`src/tbc_defs.vh`:
```
`ifndef TBC_DEFS_VH
`define TBC_DEFS_VH
`define TBC_OFF_STATUS0 8'h20
`define TBC_OFF_IER0 8'h24
`define TBC_OFF_IDR0 8'h28
`define TBC_OFF_IMR0 8'h2C
`define TBC_CHAN_STRIDE 8'h40
`define TBC_OFF_BCR 8'hC0
`define TBC_OFF_BMR 8'hC4
`define TBC_OFF_GSTAT 8'hD0
`define TBC_OFF_GMASK 8'hD4
`define TBC_OFF_FEAT 8'hF8
`define TBC_OFF_VERS 8'hFC
`define TBC_NCH 3
`define TBC_NFLAG 8
`define TBC_SYNC_BIT 0
`define TBC_SEL_PIN 2'h0
`define TBC_SEL_NONE 2'h1
`define TBC_SEL_A 2'h2
`define TBC_SEL_B 2'h3
`define TBC_L0_LSB 0
`define TBC_L1_LSB 2
`define TBC_L2_LSB 4
`define TBC_BMR_W 6
`define TBC_FEAT_BRIDGE_BIT 9
`define TBC_FEAT_UPDN_BIT 8
`define TBC_CTR_WIDTH 8'h10
`define TBC_VERSION 12'h123
`define TBC_VARIANT 4'h0
`define TBC_DIV_W 7
`define TBC_SEL_W 3
`define TBC_CLK_SLOW 3'h0
`define TBC_CLK_DIV2 3'h1
`define TBC_CLK_DIV8 3'h2
`define TBC_CLK_DIV32 3'h3
`define TBC_CLK_DIV128 3'h4
`define TBC_CLK_LINE0 3'h5
`define TBC_CLK_LINE1 3'h6
`define TBC_TAP_DIV2 0
`define TBC_TAP_DIV8 2
`define TBC_TAP_DIV32 4
`define TBC_TAP_DIV128 6
`define TBC_OSC_BIT 6
`define TBC_HTRANS_NONSEQ 2'h2
`define TBC_ZERO32 32'h00000000
`endif

```
`src/tbc_top.v`:
```
// Design decision made here: the AHB-Lite slave port.
`timescale 1ns/1ns
`include "tbc_defs.vh"
// How it works
// - enable port write of one sets that channel's mask bit; reset clears mask
// - disable port write of one clears mask bit; zero leaves it
// - eight mask bits: overflow, overrun, cmp a/b/c, capture a/b, ext trigger
// - block control bit 0 written one pulses sync trigger to all channels
// - line 2 select: pin2, none, chan0 out a, chan1 out a
// - line 1 select: pin1, none, chan0 out a, chan2 out a
// - line 0 select: pin0, none, chan1 out a, chan2 out a
// - capability bit 9 reports bus bridge kind
// - capability bit 8 reports up/down counting present
// - capability low byte gives counter width in bits
// - version register returns fixed 12-bit version number
// - variant field is reserved and steers nothing
// - each channel picks its own clock source independently
// - first internal clock source is the slow oscillator clock
// - register interface runs on its own bus interface clock
// - reading a channel status register clears the flags it reports
module tbc_top #(
    parameter BRIDGE_KIND = 1'b0,
    parameter UPDOWN_PRESENT = 1'b0
) (
    clk,
    rst_n,
    hsel,
    haddr,
    htrans,
    hwrite,
    hsize,
    hwdata,
    hready,
    hrdata,
    hreadyout,
    hresp,
    ext_clock_pin0,
    ext_clock_pin1,
    ext_clock_pin2,
    chan0_out_a,
    chan1_out_a,
    chan2_out_a,
    chan_events,
    slow_osc_clock,
    chan_clk_sel,
    chan_irq,
    sync_pulse,
    ext_clock_line0,
    ext_clock_line1,
    ext_clock_line2,
    chan_counter_clk,
    irq
);
    // clk is the dedicated bus interface clock
    input wire clk;
    input wire rst_n;
    input wire hsel;
    input wire [31:0] haddr;
    input wire [1:0] htrans;
    input wire hwrite;
    input wire [2:0] hsize;
    input wire [31:0] hwdata;
    input wire hready;
    output reg [31:0] hrdata;
    output reg hreadyout;
    output reg hresp;
    input wire ext_clock_pin0;
    input wire ext_clock_pin1;
    input wire ext_clock_pin2;
    input wire chan0_out_a;
    input wire chan1_out_a;
    input wire chan2_out_a;
    input wire [23:0] chan_events;
    input wire slow_osc_clock;
    input wire [8:0] chan_clk_sel;
    output reg [2:0] chan_irq;
    output reg sync_pulse;
    output reg ext_clock_line0;
    output reg ext_clock_line1;
    output reg ext_clock_line2;
    output reg [2:0] chan_counter_clk;
    output reg irq;

    function [0:0] tbc_route;
        input [1:0] sel;
        input pin;
        input a;
        input b;
        begin
            case (sel)
                `TBC_SEL_PIN: tbc_route = pin;
                `TBC_SEL_A: tbc_route = a;
                `TBC_SEL_B: tbc_route = b;
                default: tbc_route = 1'b0;
            endcase
        end
    endfunction

    // byte offset of a channel's register group; the integer product is cut
    // to the eight address bits that the block decodes
    function [7:0] tbc_chan_base;
        input integer ch;
        reg [31:0] full;
        begin
            full = ch * `TBC_CHAN_STRIDE;
            tbc_chan_base = full[7:0];
        end
    endfunction

    // data-phase decode shared by the registers that act on a write or on a status read
    function tbc_wr_hit;
        input pend;
        input [7:0] addr;
        input [7:0] off;
        begin
            tbc_wr_hit = pend && (addr == off);
        end
    endfunction

    // counter clock choice of one channel; all channels tap the same div_cnt divider and lines
    function tbc_clk_pick;
        input [2:0] sel;
        input osc;
        input [`TBC_DIV_W-1:0] div;
        input line0;
        input line1;
        input line2;
        begin
            case (sel)
                `TBC_CLK_SLOW: tbc_clk_pick = osc;
                `TBC_CLK_DIV2: tbc_clk_pick = div[`TBC_TAP_DIV2];
                `TBC_CLK_DIV8: tbc_clk_pick = div[`TBC_TAP_DIV8];
                `TBC_CLK_DIV32: tbc_clk_pick = div[`TBC_TAP_DIV32];
                `TBC_CLK_DIV128: tbc_clk_pick = div[`TBC_TAP_DIV128];
                `TBC_CLK_LINE0: tbc_clk_pick = line0;
                `TBC_CLK_LINE1: tbc_clk_pick = line1;
                default: tbc_clk_pick = line2;
            endcase
        end
    endfunction

    // two-stage synchronisers for the pins and neighbouring channel outputs
    reg [6:0] sync1;
    reg [6:0] sync2;
    always @(posedge clk or negedge rst_n) begin
        if (!rst_n) begin
            sync1 <= 7'h00;
            sync2 <= 7'h00;
        end else begin
            sync1 <= {slow_osc_clock, chan2_out_a, chan1_out_a, chan0_out_a,
                      ext_clock_pin2, ext_clock_pin1, ext_clock_pin0};
            sync2 <= sync1;
        end
    end

    // events come from the counter clock domains and are synchronised too;
    // a pulse shorter than one bus clock may be missed
    reg [23:0] ev1;
    reg [23:0] ev2;
    always @(posedge clk or negedge rst_n) begin
        if (!rst_n) begin
            ev1 <= 24'h000000;
            ev2 <= 24'h000000;
        end else begin
            ev1 <= chan_events;
            ev2 <= ev1;
        end
    end

    // bus address phase capture
    reg wr_pend;
    reg rd_pend;
    reg [7:0] addr_q;
    wire take = hsel && hready && (htrans == `TBC_HTRANS_NONSEQ);
    always @(posedge clk or negedge rst_n) begin
        if (!rst_n) begin
            wr_pend <= 1'b0;
            rd_pend <= 1'b0;
        end else begin
            wr_pend <= take && hwrite;
            rd_pend <= take && !hwrite;
        end
    end

    // the address is kept only for taken transfers; idle cycles leave it
    always @(posedge clk or negedge rst_n) begin
        if (!rst_n) begin
            addr_q <= 8'h00;
        end else if (take) begin
            addr_q <= haddr[7:0];
        end
    end

    reg [`TBC_BMR_W-1:0] block_mode_reg;
    reg [2:0] gmask;
    reg [2:0] gstat;
    reg [`TBC_NFLAG-1:0] irq_mask_reg [0:`TBC_NCH-1];
    reg [`TBC_NFLAG-1:0] channel_status_reg [0:`TBC_NCH-1];
    reg [2:0] rise;
    reg [`TBC_DIV_W-1:0] div_cnt;

    genvar g;
    generate
        for (g = 0; g < `TBC_NCH; g = g + 1) begin : chan
            wire [7:0] base = tbc_chan_base(g);
            wire ier_hit = tbc_wr_hit(wr_pend, addr_q, base + `TBC_OFF_IER0);
            wire idr_hit = tbc_wr_hit(wr_pend, addr_q, base + `TBC_OFF_IDR0);
            wire sr_rd = tbc_wr_hit(rd_pend, addr_q, base + `TBC_OFF_STATUS0);
            wire [7:0] ev = ev2[g*`TBC_NFLAG +: `TBC_NFLAG];
            wire [2:0] sel = chan_clk_sel[g*`TBC_SEL_W +: `TBC_SEL_W];

            always @(posedge clk or negedge rst_n) begin
                if (!rst_n) begin
                    irq_mask_reg[g] <= 8'h00;
                end else if (ier_hit) begin
                    irq_mask_reg[g] <= irq_mask_reg[g] | hwdata[7:0];
                end else if (idr_hit) begin
                    irq_mask_reg[g] <= irq_mask_reg[g] & ~hwdata[7:0];
                end
            end

            // the read clears only what hrdata reported, so an event landing
            // between address and data phase survives; set beats clear
            always @(posedge clk or negedge rst_n) begin
                if (!rst_n) begin
                    channel_status_reg[g] <= 8'h00;
                end else if (sr_rd) begin
                    channel_status_reg[g] <= (channel_status_reg[g] & ~hrdata[7:0]) | ev;
                end else begin
                    channel_status_reg[g] <= channel_status_reg[g] | ev;
                end
            end

            always @(posedge clk or negedge rst_n) begin
                if (!rst_n) begin
                    chan_irq[g] <= 1'b0;
                end else begin
                    chan_irq[g] <= |(channel_status_reg[g] & irq_mask_reg[g]);
                end
            end

            always @(posedge clk or negedge rst_n) begin
                if (!rst_n) begin
                    chan_counter_clk[g] <= 1'b0;
                end else begin
                    chan_counter_clk[g] <= tbc_clk_pick(sel, sync2[`TBC_OSC_BIT], div_cnt,
                                                        ext_clock_line0, ext_clock_line1,
                                                        ext_clock_line2);
                end
            end
        end
    endgenerate

    // divider on bus clock; bit k toggles at clk/2^(k+1)
    always @(posedge clk or negedge rst_n) begin
        if (!rst_n) begin
            div_cnt <= 7'h00;
        end else begin
            div_cnt <= div_cnt + 7'h01;
        end
    end

    // block control, mode and summary interrupt
    wire bcr_hit = tbc_wr_hit(wr_pend, addr_q, `TBC_OFF_BCR);
    wire bmr_hit = tbc_wr_hit(wr_pend, addr_q, `TBC_OFF_BMR);
    wire gmask_hit = tbc_wr_hit(wr_pend, addr_q, `TBC_OFF_GMASK);
    wire gstat_hit = tbc_wr_hit(wr_pend, addr_q, `TBC_OFF_GSTAT);
    wire [2:0] gclr = gstat_hit ? hwdata[2:0] : 3'h0;

    // one-cycle trigger to every channel at once; zero writes do nothing
    always @(posedge clk or negedge rst_n) begin
        if (!rst_n) begin
            sync_pulse <= 1'b0;
        end else begin
            sync_pulse <= bcr_hit && hwdata[`TBC_SYNC_BIT];
        end
    end

    always @(posedge clk or negedge rst_n) begin
        if (!rst_n) begin
            block_mode_reg <= {`TBC_BMR_W{1'b0}};
        end else if (bmr_hit) begin
            block_mode_reg <= hwdata[`TBC_BMR_W-1:0];
        end
    end

    always @(posedge clk or negedge rst_n) begin
        if (!rst_n) begin
            gmask <= 3'h0;
        end else if (gmask_hit) begin
            gmask <= hwdata[2:0];
        end
    end

    // rising channel irq sets summary bit; set beats clear
    always @(posedge clk or negedge rst_n) begin
        if (!rst_n) begin
            rise <= 3'h0;
            gstat <= 3'h0;
            irq <= 1'b0;
        end else begin
            rise <= chan_irq;
            gstat <= (gstat & ~gclr) | (chan_irq & ~rise);
            irq <= |(gstat & gmask);
        end
    end

    // external clock line routing; lines are sampled levels, not true clocks
    always @(posedge clk or negedge rst_n) begin
        if (!rst_n) begin
            ext_clock_line0 <= 1'b0;
        end else begin
            ext_clock_line0 <= tbc_route(block_mode_reg[`TBC_L0_LSB +: 2],
                                         sync2[0], sync2[4], sync2[5]);
        end
    end

    always @(posedge clk or negedge rst_n) begin
        if (!rst_n) begin
            ext_clock_line1 <= 1'b0;
        end else begin
            ext_clock_line1 <= tbc_route(block_mode_reg[`TBC_L1_LSB +: 2],
                                         sync2[1], sync2[3], sync2[5]);
        end
    end

    always @(posedge clk or negedge rst_n) begin
        if (!rst_n) begin
            ext_clock_line2 <= 1'b0;
        end else begin
            ext_clock_line2 <= tbc_route(block_mode_reg[`TBC_L2_LSB +: 2],
                                         sync2[2], sync2[3], sync2[4]);
        end
    end

    // read mux, answered in the data phase with no wait states
    reg [31:0] rd_val;
    always @* begin
        rd_val = `TBC_ZERO32;
        case (haddr[7:0])
            `TBC_OFF_IMR0: rd_val = {24'h000000, irq_mask_reg[0]};
            `TBC_OFF_IMR0 + tbc_chan_base(1): rd_val = {24'h000000, irq_mask_reg[1]};
            `TBC_OFF_IMR0 + tbc_chan_base(2): rd_val = {24'h000000, irq_mask_reg[2]};
            `TBC_OFF_STATUS0: rd_val = {24'h000000, channel_status_reg[0]};
            `TBC_OFF_STATUS0 + tbc_chan_base(1):
                rd_val = {24'h000000, channel_status_reg[1]};
            `TBC_OFF_STATUS0 + tbc_chan_base(2):
                rd_val = {24'h000000, channel_status_reg[2]};
            `TBC_OFF_BMR: rd_val = {26'h0000000, block_mode_reg};
            `TBC_OFF_GSTAT: rd_val = {29'h00000000, gstat};
            `TBC_OFF_GMASK: rd_val = {29'h00000000, gmask};
            `TBC_OFF_FEAT: rd_val = {22'h000000, BRIDGE_KIND[0],
                                     UPDOWN_PRESENT[0], `TBC_CTR_WIDTH};
            // variant is a constant and feeds nothing
            `TBC_OFF_VERS: rd_val = {12'h000, `TBC_VARIANT, 4'h0, `TBC_VERSION};
            default: rd_val = `TBC_ZERO32;
        endcase
    end

    // the slave never stretches a transfer and never signals an error
    always @(posedge clk or negedge rst_n) begin
        if (!rst_n) begin
            hreadyout <= 1'b1;
            hresp <= 1'b0;
        end else begin
            hreadyout <= 1'b1;
            hresp <= 1'b0;
        end
    end

    // read data loaded as the address is taken, held until the next read
    always @(posedge clk or negedge rst_n) begin
        if (!rst_n) begin
            hrdata <= `TBC_ZERO32;
        end else if (take && !hwrite) begin
            hrdata <= rd_val;
        end
    end
endmodule

```
`config.mk`:
```
export PLATFORM = sky130hd
export DESIGN_NAME = tbc_top
export DESIGN_NICKNAME = d
export VERILOG_FILES = /design/src/tbc_top.v
export VERILOG_INCLUDE_DIRS = /design/src
export SDC_FILE = /design/constraint.sdc
export NUM_CORES = 1
export LEC_CHECK = 0
export ABC_CLOCK_PERIOD_IN_PS = 4730
export BUFFER_PORTS_ARGS = -buffer_cell sky130_fd_sc_hd__clkbuf_2
export CORE_ASPECT_RATIO = 0.7
export CORE_UTILIZATION = 30
export DETAILED_ROUTE_END_ITERATION = 12
export GPL_ROUTABILITY_DRIVEN = 0
export PLACE_DENSITY = 0.51
export SYNTH_ARGS = -nofsm -noshare
export SYNTH_HDL_FRONTEND = slang
export SYNTH_SLANG_ARGS = --single-unit
export TNS_END_PERCENT = 20
```
`constraint.sdc`:
```
create_clock -name clk -period 4.73 [get_ports clk]
set_input_delay 0.7095 -clock clk [delete_from_list [all_inputs] [get_ports clk]]
set_output_delay 0.7095 -clock clk [all_outputs]
set_load 0.01 [all_outputs]
```
**Word-level counts from Yosys, hierarchy flattened**

Index checks and enable logic that the tools add are counted.

- Flip-flop bits (word level): 185
- Input bits: 114
- Output and inout bits: 45

- $add $sub $neg: 1
- Eq/ne operators: 49
- Mux-type cells: 17
- Bitwise logic cells: 26
- Reductions and logical operators: 32

Operators with widths:

| operator | number |
|---|---|
| $eq 8x8->1 const B | 14 |
| $pmux 9 s11 | 1 |
| $and 8x8->8 | 9 |
| $mux 8 | 9 |
| $or 8x8->8 | 9 |
| $eq 8x6->1 const B | 5 |
| $eq 8x7->1 const B | 5 |
| $eq 3x3->1 const B | 9 |
| $reduce_or 8->1 | 3 |
| $pmux 1 s7 | 3 |
| $eq 3x2->1 const B | 6 |
| $logic_and 1x1->1 | 18 |
| $not 8->8 | 2 |
| $eq 2x2->1 const B | 7 |
| $and 3x3->3 | 3 |
| $eq 3x1->1 const B | 3 |
| $logic_not 3->1 | 3 |
| $pmux 1 s3 | 3 |
| $add 7x1->7 const B | 1 |
| $logic_not 2->1 | 3 |
| $not 3->3 | 2 |
| $reduce_bool 2->1 | 3 |
| $mux 3 | 1 |
| $or 3x3->3 | 1 |
| 2 further kinds | 2 |

**Depth between registers and ports, before layout**

Gate-level depths: netlist of run 1.

- Depth in word-level cells: 6
- Gate-level depth with buffers: 8
- Gate-level depth less buffers: 5

**Worst setup path after synthesis of run 1**

Ideal clock, no wire load.

- Path kind: input port to flip-flop
- Start point: in haddr[6]
- End point: reg hrdata[6]
- Library setup time: 126 ps
- Data arrival time: 1732 ps
- Data required time: 4604 ps
- Setup slack: 2873 ps
- Stages on the path: 7
- Path through: buf_4 buf_4 buf_6 mux2i_1 o21ai_0 a221oi_1 nor2_1

- Longest elaborated chain between the ends: 2

Ends and longest elaborated chain:

| item | line | RTL |
|---|---|---|
| start: declaration | tbc_top.v:58 | `input wire [31:0] haddr;` |
| $eq 8x8->1, or another cell as far along | tbc_top.v:340 | `case (haddr[7:0])` |
| $pmux 9 s11 * | tbc_top.v:340 |  |
| end signal: assignment | tbc_top.v:374 | `` hrdata <= `TBC_ZERO32; `` |
| end signal: assignment | tbc_top.v:376 | `hrdata <= rd_val;` |
| end: declaration | tbc_top.v:64 | `output reg [31:0] hrdata;` |

Every way passes the cells marked *; elsewhere a longest branch is shown, timed or not.
A chain may end at the register's enable or synchronous reset.

**Worst setup path in the final report of run 1**

- Start point: in haddr[6]
- End point: reg hrdata[2]

Same word-level chain as after synthesis.

==> results.py, run 1 <==
metrics = {
    "worst_setup_path": {
        "cp_slowest_stage_delay_ps": 800,
        "path_delay_family": "simple AND/OR/NAND/NOR gates",
        "critPathLaunchType": "primary input",
        "r2r-start": "addr_q[3]",
        "critical_path_buf_inv_count": 1,
        "crit_path_end": "hrdata[2]",
        "regToRegEndpoint": "channel_status_reg[3]",
        "worst_ep_arrival_time_ps": 2680,
        "critPathSlowestCell": "nor2b_1",
        "cp_max_fo": 25,
        "endpoint_kind": "flop",
        "path_depth": 6,
        "ff2ff_setup_slack_ps": 2830,
        "cp.required_ps": 5070,
        "critPathLaunch": "haddr[6]",
        "worstSetupPathType": "in -> reg",
        "crit_chain": "clkbuf_2 -> nor2b_1 -> a22o_1 -> a22oi_1 -> o22a_1 -> o21ai_1",
        "rr_worst_depth": 5,
    },
    "timing": {
        "fin_ws_ps": 2390,
        "fin_crit_sh_pct": 49.5,
        "fin_worst_skew_ps": 7.52,
        "tightestPinTransition_ps": 1030,
        "relSlewSlack_pct": 31.6,
        "clock.fmax_mhz": 427,
        "drv_slew": 0,
        "period_needed_ps": 2340,
        "hold_ws_ps": 347,
        "setup_viol": 0,
        "rsz0062_at_grt": "no",
        "finalHoldViolations": 0,
        "tns_ps": 0,
    },
    "route": {
        "final_antenna_net_count": 0,
        "viasPerCell": 4.88,
        "first_pass_iters": 5,
        "remaining_drc_errors": 0,
        "wl_mm": 16.4,
        "vias": 4461,
        "drt_iter0_drc": 432,
        "wl_per_cell_microns": 18.0,
    },
    "power_and_ir_drop": {
        "internal-power_mw": 2.35,
        "power_mw": 3.09,
        "peakVddDrop_v": 0.000248,
        "power.switching_uw": 742,
        "pwr-share-comb_pct": 7.8,
        "power_leakage_nw": 3.38,
        "seq_power_share_pct": 49.3,
        "netSwitchingFraction_pct": 24.0,
        "power_density_mw_per_mm2": 394,
        "clkPwrFrac_pct": 42.8,
    },
    "cts": {
        "clk_pin_slew_worst_paths_ps": 60,
        "postCtsSetupBuffers": 0,
        "cts_tree": "yes",
        "holdBufCountCts": 0,
        "clk_path_buf_depth": 2,
        "cts_resized": 0,
        "numClockSinks": 162,
        "clock_latency_ps": 430,
        "htreeDepth": 4,
        "clock-root-buffer": "clkbuf_16",
        "cts_buffers": 17,
    },
    "floorplanning": {
        "core_sq_mm": 0.0217,
        "ioPinCount": 159,
        "die-width_microns": 180,
        "start_util_pct": 30.7,
        "rows": 45,
        "dieArea_sq_mm": 0.0228,
        "die_h_microns": 127,
    },
    "yosys": {
        "synth-main-ff-cell": "dfrtp_1",
        "yosys-top-cells-area": "dfrtp_1 61%, mux2_2 4.6%, nand2_1 4.5%, buf_4 3.2%, a22o_1 2.8%",
        "synth_top_family_by_area": "simple AND/OR/NAND/NOR gates",
        "yosysWarnings": 0,
        "syn_avg_cell_area_sq_um": 12.5,
        "synth_edf_count": 0,
        "synth_top_area_share_pct": 60.8,
        "synthSimpleGateAreaFrac_pct": 12.8,
        "synth_compound_area_share_pct": 11.1,
        "synthAdderAreaFrac_pct": 0.188,
        "postSynth.asyncResetShare_pct": 100,
        "yosys.cell_types.count": 60,
        "netlist_instances": 533,
        "synth-seq-cells": 162,
        "ys_seq_area_share_pct": 60.8,
        "yosys.area.top_type": "dfrtp_1",
        "synthXorXnorAreaFrac_pct": 0.788,
        "synthMuxAreaShare_pct": 9.63,
        "synthesis.area_sq_mm": 0.00667,
    },
    "placed_design": {
        "pre_cts_ws_ps": 2000,
        "place_area_sq_mm": 0.00728,
        "dpl.hpwl_mm": 11.7,
        "placed_cells": 883,
        "io_buffers": 82,
    },
    "cells_and_area": {
        "fin_cells": 914,
        "nets": 735,
        "syn_to_final_growth_pct": 17.6,
        "drive_gt1_share_pct": 26.1,
        "layout_commonest_cell": "dfrtp_1",
        "final_cell_area_sq_mm": 0.00784,
        "ff_latch_area_sq_mm": 0.00405,
        "final_cell_mix": "162 x dfrtp_1, 81 x clkbuf_2, 80 x nand2_1",
        "num_antenna_cells": 0,
        "fill_cells": 2133,
        "postLayoutCoreUtil_pct": 36.1,
        "multi_input_area_sq_mm": 0.00240,
    },
    "global_routing": {
        "grt_start_max_net_pins": 109,
        "grt_pass1_wl_mm": 26.5,
        "grt_pass1_vias": 4514,
        "grt_usage_pct": 15.6,
        "gr-total-overflow": 0,
        "antenna_found_initial": 2,
    },
    "hold_path": {
        "min-delay-path-class": "reg -> reg",
    },
    "run_status": {
        "outcome": "completed",
    },
    "run": {
        "drv_cap": 0,
    },
}
-- power groups by stage --
| stage | logic [mW] | registers (mW) | clock network (mW) |
|---|---|---|---|
| floorplan | 0.140 | 1.54 | 0 |
| global placement | 0.240 | 1.55 | 0 |
| detailed placement | 0.244 | 1.55 | 0 |
| CTS | 0.244 | 1.52 | 1.36 |
| global route | 0.267 | 1.54 | 1.43 |
| finish | 0.242 | 1.52 | 1.32 |
-- metal layers --
| layer | wire length (microns) | up-vias | part of all wire, % | track usage [%] |
|---|---|---|---|---|
| met5 | 0 | - | 0 | 0 |
| met4 | 275 | 0 | 1.7 | 4.93 |
| met3 | 1380 | 20 | 8.4 | 5.25 |
| met2 | 6880 | 187 | 42 | 21.3 |
| met1 | 7910 | 2224 | 48 | 22.8 |
| li1 | - | 2030 | - | - |
-- area by class of cell --
class	instances	area share [%]
clock inverter	10	1.42
sequential	162	51.7
clock buffer	21	5.75
tap	282	4.50
multi-input combinational	346	30.6
timing repair buffer	86	5.70
inverter	7	0.335
-- synth_stat cells (2+ instances only) --
cell / number
dfrtp_1: 162
nand2_1: 80
buf_4: 28
mux2_2: 27
a21o_1: 24
a22o_1: 21
a22oi_1: 18
mux2i_1: 18
nand3_1: 14
o21ai_0: 14
nor2_1: 13
nor3_1: 8
inv_1: 7
buf_2: 6
clkbuf_1: 6
mux4_2: 6
nor2_4: 6
a21oi_1: 4
and3_1: 4
xnor2_1: 4
a31oi_1: 3
nand2b_1: 3
nand3b_1: 3
nand4_1: 3
nor2_2: 3
nor2b_1: 3
nor3b_1: 3
o21ai_1: 3
a211oi_1: 2
conb_1: 2
mux2_1: 2
nor4b_1: 2
o211ai_1: 2
or2_2: 2
xor2_1: 2
-- how the worst min path moves through the flow --
stage / startpoint / endpoint / cells past startpoint
after CTS: ev1[21] / ev2[21] / 0
final: ev1[21] / ev2[21] / 0
after global placement: ev1[21] / ev2[21] / 0
after floorplan: ev1[0] / ev2[0] / 0
after detailed placement: ev1[19] / ev2[19] / 0
after global routing: ev1[7] / ev2[7] / 0
-- cell families after synthesis --
group / count (synthesis)
AO/OA/AOI/OAI: 101
XOR/XNOR: 6
adder cells (fa/ha/maj): 1
buffers and inverters: 48
flip-flops: 162
multiplexers: 53
other: 2
AND/OR/NAND/NOR: 160
Power figures use the tool's default switching activity.
==> inputs of run 2 (changes only) <==
--- a/config.mk
+++ b/config.mk
@@ -6,7 +6,8 @@
 export SDC_FILE = /design/constraint.sdc
 export NUM_CORES = 1
 export LEC_CHECK = 0
-export ABC_CLOCK_PERIOD_IN_PS = 4730
+export ABC_AREA = 1
+export ABC_CLOCK_PERIOD_IN_PS = 2400
 export BUFFER_PORTS_ARGS = -buffer_cell sky130_fd_sc_hd__clkbuf_2
 export CORE_ASPECT_RATIO = 0.7
 export CORE_UTILIZATION = 30
==> constraint.sdc (replaced) <==
create_clock -name clk -period 2.4 [get_ports clk]
set_input_delay 0.36 -clock clk [delete_from_list [all_inputs] [get_ports clk]]
set_output_delay 0.36 -clock clk [all_outputs]
set_load 0.01 [all_outputs]
==> results.py, run 2 <==
metrics = {
    "run_status": {
        "outcome": "completed",
    },
    "route": {
        "drt_iter0_drc": 447,
        "final_antenna_net_count": 0,
        "vias": 4964,
        "remaining_drc_errors": 0,
        "first_pass_iters": 6,
        "viasPerCell": 4.46,
        "wl_mm": 16.7,
        "wl_per_cell_microns": 15.0,
    },
    "timing": {
        "period_needed_ps": 1670,
        "fin_worst_skew_ps": 12.3,
        "hold_ws_ps": 22.9,
        "tns_ps": 0,
        "finalHoldViolations": 0,
        "clock.fmax_mhz": 600,
        "fin_crit_sh_pct": 69.5,
        "drv_slew": 0,
        "relSlewSlack_pct": 58.9,
        "fin_ws_ps": 732,
        "setup_viol": 0,
        "tightestPinTransition_ps": 617,
        "rsz0062_at_grt": "no",
    },
    "floorplanning": {
        "start_util_pct": 30.7,
        "die-width_microns": 180,
        "dieArea_sq_mm": 0.0228,
        "core_sq_mm": 0.0217,
        "die_h_microns": 127,
        "rows": 45,
        "ioPinCount": 159,
    },
    "cts": {
        "clk_pin_slew_worst_paths_ps": 70,
        "cts_buffers": 17,
        "cts_tree": "yes",
        "cts_resized": 0,
        "postCtsSetupBuffers": 0,
        "clock_latency_ps": 440,
        "htreeDepth": 4,
        "clock-root-buffer": "clkbuf_16",
        "numClockSinks": 162,
        "clk_path_buf_depth": 2,
    },
    "global_routing": {
        "grt_pass1_vias": 4664,
        "grt_pass1_wl_mm": 26.3,
        "grt_usage_pct": 15.5,
        "grt_start_max_net_pins": 64,
        "antenna_found_initial": 0,
        "gr-total-overflow": 0,
    },
    "hold_path": {
        "min-delay-path-class": "in -> reg",
        "holdPathEnd": "ev1[4]",
        "min_delay_path_depth": 1,
        "hold_start": "chan_events[4]",
    },
    "worst_setup_path": {
        "cp_slowest_stage_delay_ps": 410,
        "r2r-start": "addr_q[1]",
        "ff2ff_setup_slack_ps": 730,
        "critical_path_buf_inv_count": 0,
        "cp.required_ps": 2740,
        "worst_ep_arrival_time_ps": 2010,
        "endpoint_kind": "flop",
        "crit_top_cell": "nor2_4",
        "critPathLaunchType": "flop",
        "crit_chain": "nor2_4 -> nand2_2 -> nor2_4 -> nand2_1 -> o21ai_0",
        "path_depth": 5,
        "cp_max_fo": 9,
        "critPathSlowestCell": "dfrtp_1",
        "rr_worst_depth": 5,
        "path_delay_family": "simple AND/OR/NAND/NOR gates",
        "worstSetupPathType": "reg -> reg",
    },
    "yosys": {
        "yosys.cell_types.count": 29,
        "synth-main-ff-cell": "dfrtp_1",
        "postSynth.asyncResetShare_pct": 100,
        "syn_avg_cell_area_sq_um": 9.30,
        "yosysWarnings": 0,
        "synth_top_area_share_pct": 60.8,
        "ys_seq_area_share_pct": 60.8,
        "synth-seq-cells": 162,
        "yosys-top-cells-area": "dfrtp_1 61%, nand2_1 8.7%, o21ai_0 6.6%, nand3_1 5.4%, inv_1 5.1%",
        "yosys.area.top_type": "dfrtp_1",
        "synthesis.area_sq_mm": 0.00667,
        "synth_edf_count": 0,
        "netlist_instances": 717,
        "synth_common_cells": "162 x dfrtp_1, 154 x nand2_1, 91 x inv_1",
        "synth.most_common_cell": "dfrtp_1",
    },
    "cells_and_area": {
        "final_cell_mix": "162 x dfrtp_1, 154 x nand2_1, 91 x inv_1",
        "fin_cells": 1114,
        "drive_gt1_share_pct": 17.3,
        "nets": 934,
        "syn_to_final_growth_pct": 19.1,
        "layout_commonest_cell": "dfrtp_1",
        "num_antenna_cells": 0,
    },
    "placed_design": {
        "dpl.hpwl_mm": 11.8,
        "placed_cells": 1081,
        "io_buffers": 82,
        "pre_cts_ws_ps": 709,
    },
    "run": {
        "drv_cap": 0,
    },
    "power_and_ir_drop": {
        "power_leakage_nw": 3.92,
        "peakVddDrop_v": 0.000539,
        "power_density_mw_per_mm2": 745,
    },
}
==> run 2: changes by cell type after synthesis, moves of 20 or more <==
cell / delta
nand3_1: +58
inv_1: +84
mux2_2: -27
o21ai_0: +74
nor2_1: +27
nand2_1: +74
a21o_1: -24
a22o_1: -20
==> run 2: kinds of logic (layout without fill, tap and decap cells) <==
kind of cell,Yosys count,after routing,synth area share [%]
buffers and inverters,132,224,9.21
flip-flops,162,162,60.8
AO/OA/AOI/OAI,130,130,10.6
adder cells (fa/ha/maj),1,1,0.188
XOR/XNOR,5,5,0.657
other,2,25,0.113
AND/OR/NAND/NOR,285,285,18.4
==> run 2: how the worst max path moves through the flow <==
| stage | start | end | slack, ps |
|---|---|---|---|
| 4_1_cts | addr_q[1] | channel_status_reg[4] | 760 |
| 6_report | addr_q[1] | flop | 730 |
| 3_3_place_gp | haddr[4] | hrdata[1] | 710 |
| 3_5_place_dp | haddr[4] | hrdata[1] | 710 |
| 5_1_grt | addr_q[2] | channel_status_reg[16] | 540 |
| 2_1_floorplan | addr_q[1] | flop | 1060 |
==> run 2: final cells by class <==
type                    instances  area, sq um
well taps                     282          353
clock buffers                  19          443
fillers                      2239        13800
flip-flops and latches        162         4050
repair buffers                 95          542
inverters                      97          364
multi-input cells             446         2090
clock inverters                13          103
==> run 2: routing by layer <==
| metal | routed length, microns | global-route usage, % | up-vias |
|---|---|---|---|
| met1 | 8750 | 24.2 | 2279 |
| met3 | 1350 | 3.93 | 23 |
| met4 | 244 | 5.33 | 0 |
| met5 | 0 | 0 | - |
| met2 | 6360 | 20.2 | 189 |
| li1 | - | - | 2473 |
==> run 2: what timing repair did <==
action                                 CTS  global route
setup endpoints to repair                0             0
endpoints found under the hold margin   57             0
hold buffers                             1             0
==> run 2: power breakdown <==
| group | leakage [nW] | switching, mW | total (mW) | internal [mW] |
|---|---|---|---|---|
| Combinational | 1.85 | 0.289 | 0.427 | 0.138 |
| Sequential | 1.80 | 0.0688 | 2.92 | 2.85 |
| Clock | 0.267 | 1.20 | 2.57 | 1.37 |
| Total | 3.92 | 1.56 | 5.92 | 4.36 |
==> run 2: per-stage QoR <==
step,power (mW),cell area [sq um],util (%)
2_1_floorplan,3.21,6750,-
3_3_place_gp,3.40,7390,34.0
3_5_place_dp,3.40,7390,34.0
4_1_cts,5.99,7940,36.6
5_1_grt,6.16,7940,36.6
6_report,5.92,7940,36.6
==> inputs of run 3 (changes only) <==
--- a/config.mk
+++ b/config.mk
@@ -7,7 +7,7 @@
 export NUM_CORES = 1
 export LEC_CHECK = 0
 export ABC_AREA = 1
-export ABC_CLOCK_PERIOD_IN_PS = 2400
+export ABC_CLOCK_PERIOD_IN_PS = 1700
 export BUFFER_PORTS_ARGS = -buffer_cell sky130_fd_sc_hd__clkbuf_2
 export CORE_ASPECT_RATIO = 0.7
 export CORE_UTILIZATION = 30
==> constraint.sdc (replaced) <==
create_clock -name clk -period 1.7 [get_ports clk]
set_input_delay 0.255 -clock clk [delete_from_list [all_inputs] [get_ports clk]]
set_output_delay 0.255 -clock clk [all_outputs]
set_load 0.01 [all_outputs]
==> results.py, run 3 (synthesis gave the netlist of run 2 again) <==
metrics = {
    "run_status": {
        "outcome": "completed",
    },
    "timing": {
        "tns_ps": 0,
        "clock.fmax_mhz": 613,
        "fin_worst_skew_ps": 8.60,
        "rsz0062_at_grt": "yes",
        "fin_crit_sh_pct": 95.9,
        "finalHoldViolations": 0,
        "period_needed_ps": 1630,
        "fin_ws_ps": 69.2,
        "setup_viol": 0,
        "drv_slew": 0,
    },
    "cts": {
        "numClockSinks": 162,
        "postCtsSetupBuffers": 0,
        "clk_path_buf_depth": 2,
        "clock-root-buffer": "clkbuf_16",
        "cts_buffers": 17,
        "htreeDepth": 4,
        "cts_tree": "yes",
        "clk_pin_slew_worst_paths_ps": 70,
        "clock_latency_ps": 430,
    },
    "worst_setup_path": {
        "rr_worst_depth": 8,
        "ff2ff_setup_slack_ps": 70,
        "r2r-start": "addr_q[1]",
        "cp.required_ps": 2020,
        "worst_ep_arrival_time_ps": 1950,
        "endpoint_kind": "flop",
        "cp_max_fo": 13,
        "critPathLaunchType": "flop",
        "worstSetupPathType": "reg -> reg",
    },
    "global_routing": {
        "grt_usage_pct": 15.9,
        "antenna_found_initial": 0,
        "grt_pass1_wl_mm": 27.0,
        "grt_pass1_vias": 4861,
        "grt_start_max_net_pins": 45,
        "gr-total-overflow": 0,
    },
    "route": {
        "wl_per_cell_microns": 14.7,
        "viasPerCell": 4.41,
        "wl_mm": 17.0,
        "dr_wl_met3_mm": 1.01,
        "highest_layer": "met4",
        "final_antenna_net_count": 0,
        "drt_iter0_drc": 393,
        "vias": 5090,
        "met2_length_mm": 6.57,
        "wl_met1_mm": 9.20,
        "remaining_drc_errors": 0,
        "first_pass_iters": 5,
    },
    "floorplanning": {
        "start_util_pct": 30.7,
        "ioPinCount": 159,
        "dieArea_sq_mm": 0.0228,
        "core_sq_mm": 0.0217,
        "die_h_microns": 127,
        "rows": 45,
        "die-width_microns": 180,
    },
    "power_and_ir_drop": {
        "power_density_mw_per_mm2": 1030,
        "seq_power_share_pct": 47.4,
        "power.switching_mw": 2.15,
        "power_leakage_nw": 4.13,
        "clkPwrFrac_pct": 44.8,
        "pwr-share-comb_pct": 7.8,
        "netSwitchingFraction_pct": 24.7,
        "peakVddDrop_v": 0.000706,
        "internal-power_mw": 6.55,
    },
    "cells_and_area": {
        "syn_to_final_growth_pct": 26.3,
        "final_cell_mix": "162 x dfrtp_1, 152 x nand2_1, 91 x inv_1",
        "fin_cells": 1154,
        "layout_commonest_cell": "dfrtp_1",
        "drive_gt1_share_pct": 17.8,
        "nets": 974,
        "num_antenna_cells": 0,
    },
    "hold_path": {
        "holdPathEnd": "chan_counter_clk[2]",
        "hold_start": "chan_clk_sel[8]",
        "min_delay_path_depth": 2,
        "min-delay-path-class": "in -> reg",
    },
    "run": {
        "drv_cap": 0,
    },
    "placed_design": {
        "dpl.hpwl_mm": 12.4,
        "placed_cells": 1090,
        "io_buffers": 82,
        "pre_cts_ws_ps": 114,
    },
}
==> run 3: cell types whose count changed in the layout (fill, tap and decap cells not counted), sizes merged <==
cell and change:
dlygate4sd3 +31, bufinv +2, buf +9, clkinv -4, clkinvlp +1, clkbuf +1
==> run 3: worst max path at each step <==
stage,start,end
global placement,addr_q[1],flop
detailed placement,addr_q[1],flop
floorplan,addr_q[1],flop
global route,addr_q[1],flop
CTS,addr_q[1],flop
finish,addr_q[1],flop
==> run 3: power by group through the flow <==
| stage | combinational [mW] | sequential, mW | clock, mW |
|---|---|---|---|
| after global placement | 0.615 | 4.20 | 0 |
| after global routing | 0.763 | 4.14 | 4.18 |
| after detailed placement | 0.621 | 4.20 | 0 |
| after CTS | 0.681 | 4.13 | 4.03 |
| after floorplan | 0.347 | 4.18 | 0 |
| final | 0.676 | 4.13 | 3.90 |
==> run 3: area by class of cell <==
type	count	area [sq um]
clock buffer	20	457
inverter	97	364
tap	282	353
sequential	162	4050
clock inverter	12	144
fill	2201	13300
multi-input combinational	446	2090
timing repair buffer	135	957
==> run 3: critical path, cell delays in order, from the launching register on <==
cell and delay (ps):
dfrtp_1 400, nor2_4 140, nand2_2 120, o21ai_2 220, nand2_2 230, nor2_1 170
o21ai_0 90, o21ai_0 100, inv_1 60
==> run 3: layer usage <==
metal / vias to the layer above / global-route usage [%]
met5: - / 0
met4: 0 / 4.68
met3: 13 / 4.65
met2: 162 / 20.9
met1: 2372 / 24.5
li1: 2543 / -
==> run 3: through the flow <==
stage	hold WS, ps	power [mW]	utilization [%]	cell area, sq um
after global placement	215	4.81	34.5	7490
after CTS	4.73	8.84	38.7	8410
final	27.4	8.70	38.7	8420
after detailed placement	216	4.82	34.5	7490
after global routing	31.9	9.09	38.7	8420
after floorplan	-40.6	4.53	-	6750
==> run 3: what timing repair did <==
action / in CTS / in global routing
endpoints found under the hold margin: 70 / 0
setup endpoints to repair: 0 / 10
hold buffers: 32 / 0
resized for setup: 0 / 2
